File: src/dgc_pkg.sv
// Package of the DMA core global control block: register map, field layout,
// reset values and the bus request carrier.
// Assumes a single system clock domain and a plain strobe register port.
package dgc_pkg;

   // Channel count of the core
   localparam int unsigned NUM_CH      = 4;
   localparam int unsigned REQ_W       = 31;
   localparam int unsigned DATA_W      = 32;
   localparam int unsigned ADDR_W      = 32;

   // Register byte addresses
   localparam logic [ADDR_W-1:0] OFS_OPERATING_MODE_SELECT  = 32'h4000_2830;
   localparam logic [ADDR_W-1:0] OFS_MULTI_CHANNEL_LAUNCH   = 32'h4000_2848;
   localparam logic [ADDR_W-1:0] OFS_RECEIVE_REQ_OVERRIDE   = 32'h4000_2850;
   localparam logic [ADDR_W-1:0] OFS_TRANSMIT_REQ_OVERRIDE  = 32'h4000_2854;
   localparam logic [ADDR_W-1:0] OFS_ENGINE_QUIESCENT       = 32'h4000_28d0;
   localparam logic [ADDR_W-1:0] OFS_BUILD_OPTIONS          = 32'h4000_28e0;

   // Field positions
   localparam int unsigned POS_MODE_JOINT                = 0;
   localparam int unsigned POS_QUIESCENT                 = 0;
   localparam int unsigned POS_REQ_LSB                   = 1;
   localparam int unsigned POS_FIXED_MARKER_BIT          = 31;
   localparam int unsigned POS_SECOND_PORT_MULTIPLEXER   = 10;
   localparam int unsigned POS_FIRST_PORT_MULTIPLEXER    = 9;
   localparam int unsigned POS_FUNCTIONAL_GATING_PRESENT = 8;
   localparam int unsigned POS_MATRIX_TWO_OUTPUTS        = 7;
   localparam int unsigned POS_MATRIX_PRESENT            = 6;

   // Reset values
   localparam logic [0:0]        RST_OPERATING_MODE = 1'h0;
   localparam logic [NUM_CH-1:0] RST_LAUNCH         = 4'h0;
   localparam logic [REQ_W-1:0]  RST_REQ_OVERRIDE   = 31'h0000_0000;
   localparam logic [0:0]        RST_QUIESCENT      = 1'h1;
   localparam logic [DATA_W-1:0] RST_BUILD_OPTIONS  = 32'h8000_0001;

   // Build option flags of this implementation
   localparam logic FLAG_FIXED_MARKER      = 1'h1;
   localparam logic FLAG_PORT_MUX          = 1'h0;
   localparam logic FLAG_GATING            = 1'h0;
   localparam logic FLAG_MATRIX_TWO_OUTPUT = 1'h0;
   localparam logic FLAG_MATRIX            = 1'h0;

   // One register port request, all strobes one cycle long
   typedef struct packed {
      logic              wr;
      logic              rd;
      logic [ADDR_W-1:0] addr;
      logic [DATA_W-1:0] wdata;
   } dgc_bus_req_s;

   // Launch and mode signals handed to the channel engines
   typedef struct packed {
      logic              joint;
      logic [NUM_CH-1:0] launch;
   } dgc_chan_ctl_s;

endpackage : dgc_pkg

File: src/dgc_req_override.sv
// One software-owned request override register driving a request bus.
// Assumes the write enable is already decoded on the same clock.
`timescale 1ns/1ps
`default_nettype none
module dgc_req_override (
   input  wire logic                       sys_clk,
   input  wire logic                       rst_n,
   input  wire logic                       wr_en,
   input  wire logic [dgc_pkg::DATA_W-1:0] wdata,
   output var  logic [dgc_pkg::REQ_W-1:0]  req
);
   import dgc_pkg::*;

   typedef struct packed {
      logic [REQ_W-1:0] req;
   } dgc_ovr_state_s;

   dgc_ovr_state_s st;
   dgc_ovr_state_s next_st;

   // Upper bits load the bus, bit 0 is dropped on the floor
   always_comb begin
      next_st = st;
      if (wr_en) begin
         next_st.req = wdata[DATA_W-1:POS_REQ_LSB];
      end
   end

   always_ff @(posedge sys_clk) begin
      if (!rst_n) begin
         st.req <= RST_REQ_OVERRIDE;
      end else begin
         st <= next_st;
      end
   end

   assign req = st.req;

endmodule : dgc_req_override
`default_nettype wire

File: src/dgc_quiesce_track.sv
// Idle tracker: registers whether every channel has stopped and no bus
// transaction is outstanding. Inputs come from same-clock channel logic.
`timescale 1ns/1ps
`default_nettype none
module dgc_quiesce_track (
   input  wire logic                       sys_clk,
   input  wire logic                       rst_n,
   input  wire logic [dgc_pkg::NUM_CH-1:0] ch_active,
   input  wire logic                       bus_outstanding,
   output var  logic                       idle
);
   import dgc_pkg::*;

   typedef struct packed {
      logic idle;
   } dgc_idle_state_s;

   dgc_idle_state_s st;
   dgc_idle_state_s next_st;

   // One cycle of latency; a launch cannot hide because channels report busy
   always_comb begin
      next_st      = st;
      next_st.idle = ~(|ch_active) & ~bus_outstanding;
   end

   // Reset shows idle since nothing can be running yet
   always_ff @(posedge sys_clk) begin
      if (!rst_n) begin
         st.idle <= RST_QUIESCENT;
      end else begin
         st <= next_st;
      end
   end

   assign idle = st.idle;

endmodule : dgc_quiesce_track
`default_nettype wire

File: src/dgc_global_ctrl.sv
// Global control and status of the four-channel DMA core: operating mode,
// simultaneous channel launch, direct peripheral request override, idle
// status and the fixed build options word.
// Assumes the channel engines and the bus side sit on sys_clk and report
// their activity on plain same-clock levels; software uses a strobe port.
//
// Contract
// - Mode bit one selects joint, else independent
// - One write launches any channel combination together
// - Start bit n launches channel n, write-only
// - Receive override bits 31:1 drive receive requests
// - Transmit override bits 31:1 drive transmit requests
// - Idle reads one only when fully quiet
// - Idle status read-only, one after reset
// - Build options word fixed, equals reset value
// - Build options bit 31 reads one
// - Port multiplexer bits 10 and 9 read zero
// - Clock gating bit 8 reads zero
// - Dual port bit 7 reads zero
// - Matrix present bit 6 reads zero
// - Exactly four channels, start bits map one-to-one
//
// Decided for this implementation: the strobed register port.
`timescale 1ns/1ps
`default_nettype none
module dgc_global_ctrl (
   input  wire logic                          sys_clk,
   input  wire logic                          rst_n,
   // Register port
   input  wire dgc_pkg::dgc_bus_req_s         bus,
   output var  logic [dgc_pkg::DATA_W-1:0]    rd_data,
   // Channel engine status, same clock
   input  wire logic [dgc_pkg::NUM_CH-1:0]    ch_active,
   input  wire logic                          bus_outstanding,
   // Controls toward the channel engines
   output var  dgc_pkg::dgc_chan_ctl_s        chan_ctl,
   // Peripheral request buses
   output var  logic [dgc_pkg::REQ_W-1:0]     rx_req,
   output var  logic [dgc_pkg::REQ_W-1:0]     tx_req,
   // Idle level for power control outside
   output var  logic                          core_idle
);
   import dgc_pkg::*;

   // Control state held here; the override and idle registers sit in the leaf modules
   typedef struct packed {
      logic              joint;
      logic [NUM_CH-1:0] launch;
      logic [DATA_W-1:0] rd_data;
   } dgc_ctrl_state_s;

   dgc_ctrl_state_s st;
   dgc_ctrl_state_s next_st;

   logic                 rx_wr;
   logic                 tx_wr;
   logic                 idle_q;
   logic [REQ_W-1:0]     rx_q;
   logic [REQ_W-1:0]     tx_q;

   // Address compare shared by the write decode and the read mux
   function automatic logic hit(input logic [ADDR_W-1:0] a,
                                input logic [ADDR_W-1:0] ofs);
      hit = (a == ofs);
   endfunction : hit

   // Build options word: the reset value with its flag bits written over it
   function automatic logic [DATA_W-1:0] build_word();
      logic [DATA_W-1:0] w;
      w                                = RST_BUILD_OPTIONS;
      w[POS_FIXED_MARKER_BIT]          = FLAG_FIXED_MARKER;
      w[POS_SECOND_PORT_MULTIPLEXER]   = FLAG_PORT_MUX;
      w[POS_FIRST_PORT_MULTIPLEXER]    = FLAG_PORT_MUX;
      w[POS_FUNCTIONAL_GATING_PRESENT] = FLAG_GATING;
      w[POS_MATRIX_TWO_OUTPUTS]        = FLAG_MATRIX_TWO_OUTPUT;
      w[POS_MATRIX_PRESENT]            = FLAG_MATRIX;
      build_word = w;
   endfunction : build_word

   // Read view of a 31-bit request bus, reserved bit 0 forced low
   function automatic logic [DATA_W-1:0] req_view(input logic [REQ_W-1:0] r);
      req_view = {r, 1'h0};
   endfunction : req_view

   // Write decode for the override registers kept in the leaf module
   assign rx_wr = bus.wr & hit(bus.addr, OFS_RECEIVE_REQ_OVERRIDE);
   assign tx_wr = bus.wr & hit(bus.addr, OFS_TRANSMIT_REQ_OVERRIDE);

   // Receive request override register
   dgc_req_override u_rx_ovr (
      .sys_clk (sys_clk),
      .rst_n   (rst_n),
      .wr_en   (rx_wr),
      .wdata   (bus.wdata),
      .req     (rx_q)
   );

   // Transmit request override register
   dgc_req_override u_tx_ovr (
      .sys_clk (sys_clk),
      .rst_n   (rst_n),
      .wr_en   (tx_wr),
      .wdata   (bus.wdata),
      .req     (tx_q)
   );

   // Idle tracking of channels and bus transactions
   dgc_quiesce_track u_idle (
      .sys_clk         (sys_clk),
      .rst_n           (rst_n),
      .ch_active       (ch_active),
      .bus_outstanding (bus_outstanding),
      .idle            (idle_q)
   );

   // Next state: mode register, launch pulse and the read answer
   always_comb begin
      next_st         = st;
      // Launch is a pulse; it falls back to zero unless written this cycle
      next_st.launch  = '0;
      next_st.rd_data = '0;
      if (bus.wr) begin
         if (hit(bus.addr, OFS_OPERATING_MODE_SELECT)) begin
            next_st.joint = bus.wdata[POS_MODE_JOINT];
         end
         if (hit(bus.addr, OFS_MULTI_CHANNEL_LAUNCH)) begin
            // All selected lanes leave on the same edge, zeros are no-ops
            next_st.launch = bus.wdata[NUM_CH-1:0];
         end
      end
      // Unmapped addresses and the write-only launch register read zero
      if (bus.rd) begin
         if (hit(bus.addr, OFS_OPERATING_MODE_SELECT)) begin
            next_st.rd_data[POS_MODE_JOINT] = st.joint;
         end else if (hit(bus.addr, OFS_MULTI_CHANNEL_LAUNCH)) begin
            next_st.rd_data = '0;
         end else if (hit(bus.addr, OFS_RECEIVE_REQ_OVERRIDE)) begin
            next_st.rd_data = req_view(rx_q);
         end else if (hit(bus.addr, OFS_TRANSMIT_REQ_OVERRIDE)) begin
            next_st.rd_data = req_view(tx_q);
         end else if (hit(bus.addr, OFS_ENGINE_QUIESCENT)) begin
            next_st.rd_data[POS_QUIESCENT] = idle_q;
         end else if (hit(bus.addr, OFS_BUILD_OPTIONS)) begin
            next_st.rd_data = build_word();
         end else begin
            next_st.rd_data = '0;
         end
      end
   end

   // State register; writes to read-only addresses simply fall through
   always_ff @(posedge sys_clk) begin
      if (!rst_n) begin
         st.joint   <= RST_OPERATING_MODE;
         st.launch  <= RST_LAUNCH;
         st.rd_data <= '0;
      end else begin
         st <= next_st;
      end
   end

   // Outputs come straight from flip-flops of this module or its leaves
   assign rd_data         = st.rd_data;
   // One driver for the whole carrier, both fields straight from flip-flops
   assign chan_ctl        = '{joint: st.joint, launch: st.launch};
   assign rx_req          = rx_q;
   assign tx_req          = tx_q;
   assign core_idle       = idle_q;

endmodule : dgc_global_ctrl
`default_nettype wire

File: config.mk
export PLATFORM = sky130hd
export DESIGN_NAME = dgc_global_ctrl
export DESIGN_NICKNAME = d
export VERILOG_FILES = /design/src/dgc_pkg.sv /design/src/dgc_req_override.sv /design/src/dgc_quiesce_track.sv /design/src/dgc_global_ctrl.sv
export SDC_FILE = /design/constraint.sdc
export NUM_CORES = 1
export LEC_CHECK = 0
export BUFFER_PORTS_ARGS = -buffer_cell sky130_fd_sc_hd__buf_2
export CORE_MARGIN = 5
export CORE_UTILIZATION = 52
export CTS_BUF_LIST = sky130_fd_sc_hd__clkbuf_8 sky130_fd_sc_hd__clkbuf_16
export DETAILED_ROUTE_END_ITERATION = 8
export PLACE_DENSITY = 0.86
export REMOVE_ABC_BUFFERS = 1
export SETUP_SLACK_MARGIN = 0.05
export SYNTH_ARGS = -nofsm -noshare
export SYNTH_HDL_FRONTEND = slang
export SYNTH_SLANG_ARGS = --single-unit
File: constraint.sdc
create_clock -name sys_clk -period 2.8 [get_ports sys_clk]
set_input_delay 0.42 -clock sys_clk [delete_from_list [all_inputs] [get_ports sys_clk]]
set_output_delay 0.42 -clock sys_clk [all_outputs]
set_load 0.01 [all_outputs]
==> report_table.html, run 1 <==
<table>
<tr><th>Metric</th><th>Value</th></tr>
<tr><th colspan="2">Status</th></tr>
<tr><td>Status</td><td>finished, final reports clean</td></tr>
<tr><th colspan="2">Routing</th></tr>
<tr><td>Number of optimization iterations in the first detailed-route pass</td><td>7</td></tr>
<tr><td>Met3 wire length</td><td>1101 um</td></tr>
<tr><td>Top metal layer carrying routed signals</td><td>met4</td></tr>
<tr><td>Avg WL per Cell</td><td>16.81 um</td></tr>
<tr><td>Iteration-0 DRC count of the detailed router</td><td>205</td></tr>
<tr><td>Average vias per placed instance</td><td>5.697</td></tr>
<tr><td>Overall via count from detail_route</td><td>3948</td></tr>
<tr><td>DRT antenna net count</td><td>0</td></tr>
<tr><td>Routed length on met2</td><td>5788 um</td></tr>
<tr><td>DRC violation count after routing</td><td>0</td></tr>
<tr><td>Met1 wire length</td><td>approximately 4600 um</td></tr>
<tr><td>Wire length reported by the detailed router</td><td>11650 um</td></tr>
<tr><th colspan="2">Worst setup path</th></tr>
<tr><td>Cell family contributing the most delay on the critical path</td><td>simple AND/OR/NAND/NOR gates</td></tr>
<tr><td>Bufs and invs on worst path</td><td>2</td></tr>
<tr><td>Setup Crit Path Kind</td><td>in2reg</td></tr>
<tr><td>Critical Path End Type</td><td>flop</td></tr>
<tr><td>Critical path fanouts, max</td><td>30</td></tr>
<tr><td>Cells along the critical path</td><td>buf_2, nor4_1, and2_2, buf_4, nand4_1, a211oi_1</td></tr>
<tr><td>Max incr delay on CP</td><td>460 ps</td></tr>
<tr><td>Crit Reg-Reg Startpoint</td><td>u_idle.idle</td></tr>
<tr><td>Worst setup SP type</td><td>primary input</td></tr>
<tr><td>Arr. time, crit path</td><td>about 2100 ps</td></tr>
<tr><td>Slowest CP cell</td><td>sky130_fd_sc_hd__and2_2</td></tr>
<tr><td>Critical path startpoint</td><td>bus[59]</td></tr>
<tr><td>Required time at the endpoint of the critical path</td><td>3060 ps</td></tr>
<tr><th colspan="2">GRT</th></tr>
<tr><td>Global router's overall resource usage</td><td>0.2293</td></tr>
<tr><td>Antenna violations before repair</td><td>0</td></tr>
<tr><td>Overflow after GRT</td><td>0</td></tr>
<tr><td>Pin count of the biggest net entering global routing</td><td>52</td></tr>
<tr><td>Via count of the first global-routing pass</td><td>3850</td></tr>
<tr><td>First-pass GRT wire length</td><td>18670 um</td></tr>
<tr><th colspan="2">Synth</th></tr>
<tr><td>Synth warn</td><td>0</td></tr>
<tr><td>Mapped cell area</td><td>4187 um2</td></tr>
<tr><td>Mean cell area of the mapped netlist</td><td>about 9.6 um2</td></tr>
<tr><td>Post-synthesis register bit count</td><td>100</td></tr>
<tr><td>Seq/Total Area, Yosys</td><td>0.4782</td></tr>
<tr><td>Synth unique cells</td><td>26</td></tr>
<tr><td>Cells after Synth</td><td>437</td></tr>
<tr><th colspan="2">Clock tree</th></tr>
<tr><td>CTS clk-pin slew, worst paths</td><td>100 ps</td></tr>
<tr><td>Post CTS Setup Buffer Count</td><td>0</td></tr>
<tr><td>Clock insertion delay at the later pin of the skew report</td><td>about 350 ps</td></tr>
<tr><td>CTS Hold Bufs</td><td>0</td></tr>
<tr><td>Clock sink total</td><td>100</td></tr>
<tr><td>Post_cts resized</td><td>0</td></tr>
<tr><td>Clock buffer depth</td><td>2</td></tr>
<tr><td>Clock root cell</td><td>sky130_fd_sc_hd__clkbuf_8</td></tr>
<tr><td>Clock tree from TritonCTS</td><td>built</td></tr>
<tr><td>Number of buffers inserted during clock tree synthesis</td><td>9</td></tr>
<tr><td>CTS HTree Levels</td><td>3</td></tr>
<tr><th colspan="2">Min path</th></tr>
<tr><td>Worst Min Path Start</td><td>bus_outstanding</td></tr>
<tr><td>Class of the most critical hold timing path</td><td>in2reg</td></tr>
<tr><th colspan="2">Timing</th></tr>
<tr><td>Max frequency</td><td>~0.53 GHz</td></tr>
<tr><td>Actual transition at the worst max-transition pin</td><td>slightly below 700 ps</td></tr>
<tr><td>Final count of pins violating max slew</td><td>0</td></tr>
<tr><td>Final worst clock skew</td><td>9.414 ps</td></tr>
<tr><td>Time the final worst path needs with I/O delays and setup</td><td>1881 ps</td></tr>
<tr><td>Part of the cycle the worst path needs</td><td>0.6716</td></tr>
<tr><td>Number of hold violations in the final report</td><td>0</td></tr>
<tr><td>Relative max-transition margin</td><td>0.5333</td></tr>
<tr><td>Min setup slack post-route</td><td>919.4 ps</td></tr>
<tr><td>Setup-failing EPs final</td><td>0</td></tr>
<tr><td>RSZ-0062 raised after global routing</td><td>false</td></tr>
<tr><th colspan="2">Cells and area</th></tr>
<tr><td>Final Net Count</td><td>approximately 660</td></tr>
<tr><td>Area growth from synthesis to layout</td><td>24.81%</td></tr>
<tr><td>Final standard cell area without fillers</td><td>about 5200 um2</td></tr>
<tr><td>Most frequent cells in the layout</td><td>172 x sky130_fd_sc_hd__buf_2, 101 x sky130_fd_sc_hd__nand2_1, 100 x sky130_fd_sc_hd__dfxtp_1, 63 x sky130_fd_sc_hd__mux2i_1, 62 x sky130_fd_sc_hd__nand4_1</td></tr>
<tr><td>Final cell utilization of the core</td><td>0.6727</td></tr>
<tr><td>Proportion of layout cells with a drive suffix above 1</td><td>0.3503</td></tr>
<tr><td>Number of inserted filler cells in the final layout</td><td>644</td></tr>
<tr><td>Commonest non-fill, non-tap cell in the layout</td><td>sky130_fd_sc_hd__buf_2</td></tr>
<tr><td>Diode count</td><td>0</td></tr>
<tr><th colspan="2">Run</th></tr>
<tr><td>Max cap viols</td><td>0</td></tr>
<tr><th colspan="2">Floorplan</th></tr>
<tr><td>Area of the core region</td><td>7767 um2</td></tr>
<tr><td>Die extent in x</td><td>99.73 um</td></tr>
<tr><td>Y dimension of the die</td><td>99.73 um</td></tr>
<tr><td>Die area</td><td>between 9000 and 10000 um2</td></tr>
<tr><td>Number of top-level pins</td><td>173</td></tr>
<tr><td>Number of rows in the core area</td><td>32</td></tr>
<tr><td>Starting density of the core</td><td>0.5390</td></tr>
<tr><th colspan="2">Pwr</th></tr>
<tr><td>Part of the total power dissipated in combinational logic</td><td>0.049</td></tr>
<tr><td>Sw Ratio</td><td>0.2295</td></tr>
<tr><td>Sequential share of power</td><td>0.571</td></tr>
<tr><td>Tot Pwr</td><td>roughly 2.5 mW</td></tr>
<tr><td>Reported leakage power</td><td>2.172 nW</td></tr>
<tr><td>Total power density per cell area</td><td>477.0 nW/um2</td></tr>
<tr><td>Internal Power</td><td>a little under 2 mW</td></tr>
<tr><td>Largest voltage drop on the vdd net</td><td>0.3351 mV</td></tr>
<tr><td>Clk pwr share</td><td>0.381</td></tr>
<tr><td>P_sw</td><td>0.5721 mW</td></tr>
<tr><th colspan="2">Placement</th></tr>
<tr><td>Setup slack after placement</td><td>562.0 ps</td></tr>
<tr><td>Standard cell area after detailed placement</td><td>roughly 5000 um2</td></tr>
<tr><td>Buffers added on ports</td><td>172</td></tr>
<tr><td>Last weighted congestion value of the routability-driven placer</td><td>0.8103</td></tr>
<tr><td>Half-perimeter wire length after placement</td><td>approximately 8100 um</td></tr>
</table>
kinds of logic after synthesis:
logic type / after synthesis / share of synthesized area
and+or+nand+nor: 192 / 0.2376
DFF: 100 / 0.4782
muxes: 63 / 0.1506
buffers and inverters: 47 / 0.07143
AOI/OAI and AO/OA: 35 / 0.06216
layer usage:
| metal | up-vias | track usage |
|---|---|---|
| li1 | 1880 | - |
| met4 | 0 | 0.08403 |
| met2 | 190 | 0.3802 |
| met3 | 12 | 0.05400 |
| met5 | - | 0 |
| met1 | 1866 | 0.2900 |
worst paths after layout:
path	end	depth (start not counted)	slack [ps]
worst max-delay path	rd_data[1]	6	920
worst min-delay path	u_idle.idle	2	260
worst max register to register	rd_data[0]	3	1950
worst min register to register	u_tx_ovr.req[19]	2	480
worst reg2reg max path: stages (launching register included):
cell and delay (ps):
sky130_fd_sc_hd__dfxtp_1 340, sky130_fd_sc_hd__and4_1 180, sky130_fd_sc_hd__o21ai_0 70, sky130_fd_sc_hd__a211oi_1 180
layout make-up:
type	count	area, um2	share of cell area
Timing Repair Buffer	185	983.4	0.1882
Sequential cell	100	2002	0.3831
Tap cell	102	127.6	0.02443
Clock inverter	6	71.32	0.01365
Clock buffer	10	137.6	0.02634
Multi-Input combinational cell	290	1903	0.3642
synthesized netlist by cell type:
library cell / number / share of area
sky130_fd_sc_hd__or4_1: 1 / 0.0018
sky130_fd_sc_hd__nor4b_1: 2 / 0.0042
sky130_fd_sc_hd__nand3_1: 1 / 0.0012
sky130_fd_sc_hd__nor4bb_1: 2 / 0.0048
sky130_fd_sc_hd__nand4_1: 62 / 0.093
sky130_fd_sc_hd__nor2_1: 1 / 0.00090
sky130_fd_sc_hd__buf_6: 1 / 0.0027
sky130_fd_sc_hd__buf_1: 1 / 0.00090
sky130_fd_sc_hd__mux2i_1: 63 / 0.15
sky130_fd_sc_hd__buf_2: 20 / 0.024
sky130_fd_sc_hd__clkbuf_1: 17 / 0.015
sky130_fd_sc_hd__and4b_1: 2 / 0.0048
sky130_fd_sc_hd__and3_1: 1 / 0.0015
sky130_fd_sc_hd__nor4_1: 7 / 0.010
sky130_fd_sc_hd__nand2_1: 101 / 0.091
sky130_fd_sc_hd__nor3b_1: 1 / 0.0018
sky130_fd_sc_hd__nor4b_4: 1 / 0.0057
sky130_fd_sc_hd__and4_1: 4 / 0.0084
sky130_fd_sc_hd__buf_12: 3 / 0.014
sky130_fd_sc_hd__a222oi_1: 1 / 0.0024
sky130_fd_sc_hd__o21ai_0: 2 / 0.0024
sky130_fd_sc_hd__buf_4: 2 / 0.0036
sky130_fd_sc_hd__dfxtp_1: 100 / 0.48
sky130_fd_sc_hd__a211oi_1: 32 / 0.057
sky130_fd_sc_hd__buf_8: 3 / 0.011
sky130_fd_sc_hd__and2_1: 6 / 0.0090
power by group through the flow:
stage,clock network (mW),registers (mW),logic [mW]
finish,0.949,1.42,0.122
global route,1.03,1.42,0.134
CTS,0.963,1.42,0.120
detailed placement,0,1.46,0.120
global placement,0,1.46,0.116
floorplan,0,1.46,0.0299
flip-flops by register name (all words and copies together), names as in the netlist:
register and flops:
chan_ctl 5, rd_data 32, u_idle.idle 1, u_rx_ovr.req 31, u_tx_ovr.req 31
metrics by stage:
stage / std cells / TNS [ps] / hold slack (ps)
4_1_cts: 693 / 0 / 238.5
3_5_place_dp: 677 / 0 / 464.7
2_1_floorplan: 390 / -54960 / 490.4
3_3_place_gp: 677 / 0 / 454.2
5_1_grt: 693 / 0 / 258.6
6_report: 693 / 0 / 255.5
(Power assumes the default switching activity.)
==> run 2, diff against run 1 <==
--- a/config.mk
+++ b/config.mk
@@ -5,12 +5,13 @@
 export SDC_FILE = /design/constraint.sdc
 export NUM_CORES = 1
 export LEC_CHECK = 0
+export ABC_AREA = 1
 export BUFFER_PORTS_ARGS = -buffer_cell sky130_fd_sc_hd__buf_2
 export CORE_MARGIN = 5
-export CORE_UTILIZATION = 52
+export CORE_UTILIZATION = 45
 export CTS_BUF_LIST = sky130_fd_sc_hd__clkbuf_8 sky130_fd_sc_hd__clkbuf_16
 export DETAILED_ROUTE_END_ITERATION = 8
-export PLACE_DENSITY = 0.86
+export PLACE_DENSITY = 0.77
 export REMOVE_ABC_BUFFERS = 1
 export SETUP_SLACK_MARGIN = 0.05
 export SYNTH_ARGS = -nofsm -noshare
==> constraint.sdc (replaced) <==
create_clock -name sys_clk -period 1.7 [get_ports sys_clk]
set_input_delay 0.255 -clock sys_clk [delete_from_list [all_inputs] [get_ports sys_clk]]
set_output_delay 0.255 -clock sys_clk [all_outputs]
set_load 0.01 [all_outputs]
==> run 2 against run 1 <==
  * Clock power up 68%
  * Cell count up 43%
  * Sequential power up 65%
  * Clock skew up 3.3 ps
  * Combinational power rose to 2.6 times the previous value
  * Utilization down 9.1 points
  * Final area up 15%
  * Critical path depth up 3
  * Critical path type unchanged
  * Critical endpoint is now rd_data[16]
  * Largest cell class is now multi-input gates
==> report_table.html, run 2 <==
<table>
<tr><th>Metric</th><th>Value</th></tr>
<tr><th colspan="2">Pwr</th></tr>
<tr><td>Reported leakage power</td><td>2.857 nW (+32%)</td></tr>
<tr><td>Clk pwr share</td><td>0.373 (-0.008)</td></tr>
<tr><td>Tot Pwr</td><td>4.250 mW (+71%)</td></tr>
<tr><td>Total power density per cell area</td><td>708.0 nW/um2 (+48%)</td></tr>
<tr><td>Internal Power</td><td>3.169 mW (+65%)</td></tr>
<tr><td>Largest voltage drop on the vdd net</td><td>0.5166 mV (+54%)</td></tr>
<tr><td>Sequential share of power</td><td>0.551 (-0.020)</td></tr>
<tr><td>Part of the total power dissipated in combinational logic</td><td>0.076 (+0.027)</td></tr>
<tr><td>Sw Ratio</td><td>0.2544 (+0.02490)</td></tr>
<tr><td>P_sw</td><td>1.081 mW (+89%)</td></tr>
<tr><th colspan="2">Synth</th></tr>
<tr><td>Post-synthesis register bit count</td><td>100 (unchanged)</td></tr>
<tr><td>Mean cell area of the mapped netlist</td><td>6.852 um2 (-28%)</td></tr>
<tr><td>Mapped cell area</td><td>4762 um2 (+14%)</td></tr>
<tr><td>Commonest register cell after synthesis</td><td>sky130_fd_sc_hd__dfxtp_1</td></tr>
<tr><td>Seq/Total Area, Yosys</td><td>0.4204 (-0.05779)</td></tr>
<tr><td>Yosys top cell by area</td><td>sky130_fd_sc_hd__dfxtp_1</td></tr>
<tr><td>Cell with the most instances after synthesis</td><td>sky130_fd_sc_hd__nand2_1</td></tr>
<tr><td>Number of synthesized flops with an enable pin</td><td>0 (unchanged)</td></tr>
<tr><td>Area share of the largest cell type after synthesis</td><td>0.4204 (-0.05779)</td></tr>
<tr><td>Cells after Synth</td><td>695 (+59%)</td></tr>
<tr><td>Fraction of registers with async set/reset</td><td>0 (unchanged)</td></tr>
<tr><td>Most used standard cells in the synthesized netlist</td><td>164 x sky130_fd_sc_hd__nand2_1, 130 x sky130_fd_sc_hd__nor2_1, 100 x sky130_fd_sc_hd__dfxtp_1</td></tr>
<tr><td>Synth warn</td><td>0 (unchanged)</td></tr>
<tr><td>Synth unique cells</td><td>24 (-7.7%)</td></tr>
<tr><td>Cell types occupying the most area after synthesis</td><td>sky130_fd_sc_hd__dfxtp_1 42%, sky130_fd_sc_hd__nand2_1 13%, sky130_fd_sc_hd__nor2_1 10%, sky130_fd_sc_hd__nand3_1 7.3%, sky130_fd_sc_hd__a21oi_1 6.8%</td></tr>
<tr><th colspan="2">Cells and area</th></tr>
<tr><td>Largest regs</td><td>rd_data: 32 flops, u_rx_ovr.req: 31 flops, u_tx_ovr.req: 31 flops</td></tr>
<tr><td>Commonest non-fill, non-tap cell in the layout</td><td>sky130_fd_sc_hd__buf_2</td></tr>
<tr><td>Final Net Count</td><td>925 (+40%)</td></tr>
<tr><td>Area growth from synthesis to layout</td><td>26.06%</td></tr>
<tr><td>Most frequent cells in the layout</td><td>171 x sky130_fd_sc_hd__buf_2, 164 x sky130_fd_sc_hd__nand2_1, 128 x sky130_fd_sc_hd__nor2_1, 100 x sky130_fd_sc_hd__dfxtp_1, 74 x sky130_fd_sc_hd__inv_1</td></tr>
<tr><td>Number of flip-flops under the largest register name</td><td>32 (unchanged)</td></tr>
<tr><td>Diode count</td><td>0 (unchanged)</td></tr>
<tr><td>Proportion of layout cells with a drive suffix above 1</td><td>0.2929 (-0.05737)</td></tr>
<tr><td>Most flop-heavy register</td><td>rd_data</td></tr>
<tr><th colspan="2">Clock tree</th></tr>
<tr><td>Clock buffer depth</td><td>2 (unchanged)</td></tr>
<tr><td>Clock tree from TritonCTS</td><td>built</td></tr>
<tr><td>Post CTS Setup Buffer Count</td><td>0 (unchanged)</td></tr>
<tr><td>Clock root cell</td><td>sky130_fd_sc_hd__clkbuf_8</td></tr>
<tr><td>CTS HTree Levels</td><td>3 (unchanged)</td></tr>
<tr><td>Number of buffers inserted during clock tree synthesis</td><td>9 (unchanged)</td></tr>
<tr><td>CTS clk-pin slew, worst paths</td><td>110 ps (about the same)</td></tr>
<tr><td>CTS Hold Bufs</td><td>0 (unchanged)</td></tr>
<tr><td>Clock sink total</td><td>100 (unchanged)</td></tr>
<tr><td>Post_cts resized</td><td>0 (unchanged)</td></tr>
<tr><td>Clock insertion delay at the later pin of the skew report</td><td>360 ps (about the same)</td></tr>
<tr><th colspan="2">Routing</th></tr>
<tr><td>Iteration-0 DRC count of the detailed router</td><td>265 (+29%)</td></tr>
<tr><td>Overall via count from detail_route</td><td>4730 (+20%)</td></tr>
<tr><td>Avg WL per Cell</td><td>12.43 um (-26%)</td></tr>
<tr><td>DRC violation count after routing</td><td>0 (unchanged)</td></tr>
<tr><td>Average vias per placed instance</td><td>4.763 (-16%)</td></tr>
<tr><td>Wire length reported by the detailed router</td><td>12350 um (+6.0%)</td></tr>
<tr><td>DRT antenna net count</td><td>0 (unchanged)</td></tr>
<tr><td>Number of optimization iterations in the first detailed-route pass</td><td>7 (unchanged)</td></tr>
<tr><th colspan="2">Timing</th></tr>
<tr><td>Actual transition at the worst max-transition pin</td><td>416.0 ps (-277.7 ps)</td></tr>
<tr><td>Post-Route Setup TNS</td><td>0 ps (unchanged)</td></tr>
<tr><td>Number of hold violations in the final report</td><td>0 (unchanged)</td></tr>
<tr><td>RSZ-0062 raised after global routing</td><td>false</td></tr>
<tr><td>Relative max-transition margin</td><td>0.7227 (+0.1894)</td></tr>
<tr><td>Part of the cycle the worst path needs</td><td>0.7241</td></tr>
<tr><td>Max frequency</td><td>about 0.81 GHz</td></tr>
<tr><td>Setup-failing EPs final</td><td>0 (unchanged)</td></tr>
<tr><td>Final worst clock skew</td><td>12.73 ps (+3.315 ps)</td></tr>
<tr><td>Final count of pins violating max slew</td><td>0 (unchanged)</td></tr>
<tr><td>Time the final worst path needs with I/O delays and setup</td><td>1231 ps</td></tr>
<tr><th colspan="2">Placement</th></tr>
<tr><td>Buffers added on ports</td><td>172 (unchanged)</td></tr>
<tr><td>Last weighted congestion value of the routability-driven placer</td><td>0.8634 (+6.6%)</td></tr>
<tr><td>Half-perimeter wire length after placement</td><td>9153 um (+12%)</td></tr>
<tr><th colspan="2">GRT</th></tr>
<tr><td>Antenna violations before repair</td><td>0 (unchanged)</td></tr>
<tr><td>Pin count of the biggest net entering global routing</td><td>64 (+23%)</td></tr>
<tr><td>First-pass GRT wire length</td><td>20670 um (+11%)</td></tr>
<tr><td>Overflow after GRT</td><td>0 (unchanged)</td></tr>
<tr><td>Via count of the first global-routing pass</td><td>4404 (+14%)</td></tr>
<tr><td>Global router's overall resource usage</td><td>0.1947 (-0.03456)</td></tr>
<tr><th colspan="2">Worst setup path</th></tr>
<tr><td>Critical path startpoint</td><td>bus[49]</td></tr>
<tr><td>Destination of the critical timing path</td><td>rd_data[16]</td></tr>
<tr><td>Crit Reg-Reg Startpoint</td><td>u_idle.idle</td></tr>
<tr><td>Critical Path End Type</td><td>flop</td></tr>
<tr><td>Critical path fanouts, max</td><td>15 (-50%)</td></tr>
<tr><td>Capture point of the worst reg-to-reg path</td><td>rd_data[0]</td></tr>
<tr><td>R2R depth</td><td>4 (+1)</td></tr>
<tr><td>Arr. time, crit path</td><td>1520 ps (-620 ps)</td></tr>
<tr><td>Required time at the endpoint of the critical path</td><td>1990 ps (-1070 ps)</td></tr>
<tr><td>Worst setup SP type</td><td>primary input</td></tr>
<tr><td>Setup slack of the worst register-to-register path</td><td>790 ps (-1160 ps)</td></tr>
<tr><td>Setup Crit Path Kind</td><td>in2reg</td></tr>
<tr><th colspan="2">Floorplan</th></tr>
<tr><td>Y dimension of the die</td><td>112.9 um (+13%)</td></tr>
<tr><td>Die area</td><td>12740 um2 (+28%)</td></tr>
<tr><td>Number of top-level pins</td><td>173 (unchanged)</td></tr>
<tr><td>Area of the core region</td><td>10320 um2 (+33%)</td></tr>
<tr><td>Starting density of the core</td><td>0.4613 (-0.07770)</td></tr>
<tr><td>Die extent in x</td><td>112.9 um (+13%)</td></tr>
<tr><td>Number of rows in the core area</td><td>37 (+16%)</td></tr>
<tr><th colspan="2">Status</th></tr>
<tr><td>Status</td><td>finished, final reports clean</td></tr>
<tr><th colspan="2">Min path</th></tr>
<tr><td>Class of the most critical hold timing path</td><td>in2reg</td></tr>
<tr><th colspan="2">Run</th></tr>
<tr><td>Max cap viols</td><td>0 (unchanged)</td></tr>
</table>
## run 2: cell types whose count changed after synthesis, sizes merged, moves of 60 or more
cell	change
nand4	-60
mux2i	-63
nand2	+66
nor2	+136
a21oi	+94
inv	+76
nand3	+69
## run 2: layer usage
layer | vias up | GRT usage | part of all wire
met5 | - | 0 | 0
met4 | 0 | 0.04487 | 0.010
met3 | 11 | 0.04652 | 0.063
met2 | 126 | 0.3361 | 0.49
met1 | 2116 | 0.2464 | 0.44
li1 | 2477 | - | -
## run 2: final cells by class
cell class	count	area (um2)
tap	136	170.2
fill	1023	4320
inverter	76	285.3
multi-input combinational	475	2193
clock buffer	9	123.9
timing repair buffer	190	1149
clock inverter	7	80.08
sequential	100	2002
## run 2: power groups by stage
stage	Clock, mW	Combinational (mW)	Sequential, mW
6_report	1.59	0.322	2.34
5_1_grt	1.72	0.366	2.34
4_1_cts	1.63	0.324	2.34
3_5_place_dp	0	0.323	2.40
3_3_place_gp	0	0.321	2.40
2_1_floorplan	0	0.116	2.40
## run 2: worst min path at each step
stage | startpoint | endpoint | slack, ps | cells past startpoint
after floorplan | rst_n | u_idle.idle | 320 | 1
after detailed placement | bus_outstanding | u_idle.idle | 450 | 2
after CTS | ch_active[2] | u_idle.idle | 50 | 2
after global routing | ch_active[2] | u_idle.idle | 50 | 2
final | ch_active[2] | u_idle.idle | 70 | 2
after global placement | bus_outstanding | u_idle.idle | 450 | 2
## run 2: cell families (layout without fill, tap and decap cells)
kind of cell,count (synthesis),after routing,share of synthesized area
AOI/OAI and AO/OA,96,96,0.1245
buffers and inverters,120,282,0.1201
DFF,100,100,0.4204
and+or+nand+nor,379,379,0.3350
## run 2: worst max-delay path, cell delays in order
cell                      delay [ps]
sky130_fd_sc_hd__buf_2           100
sky130_fd_sc_hd__nor2_1          150
sky130_fd_sc_hd__nand2_1          70
sky130_fd_sc_hd__nor2_1          150
sky130_fd_sc_hd__nand2_1         170
sky130_fd_sc_hd__nor2_8          180
sky130_fd_sc_hd__buf_4           220
sky130_fd_sc_hd__nand2_1          90
sky130_fd_sc_hd__a21oi_2         130
## run 2: metrics by stage
| step | instance area (um2) | util | instances | hold WS (ps) | worst slack, ps |
|---|---|---|---|---|---|
| floorplan | 4476 | - | 651 | 320.9 | 35.50 |
| global placement | 5799 | 0.5618 | 977 | 446.0 | 135.8 |
| detailed placement | 5799 | 0.5618 | 977 | 447.2 | 104.0 |
| CTS | 6003 | 0.5815 | 993 | 50.82 | 482.6 |
| global route | 6003 | 0.5815 | 993 | 47.79 | 364.2 |
| finish | 6003 | 0.5815 | 993 | 68.80 | 469.0 |
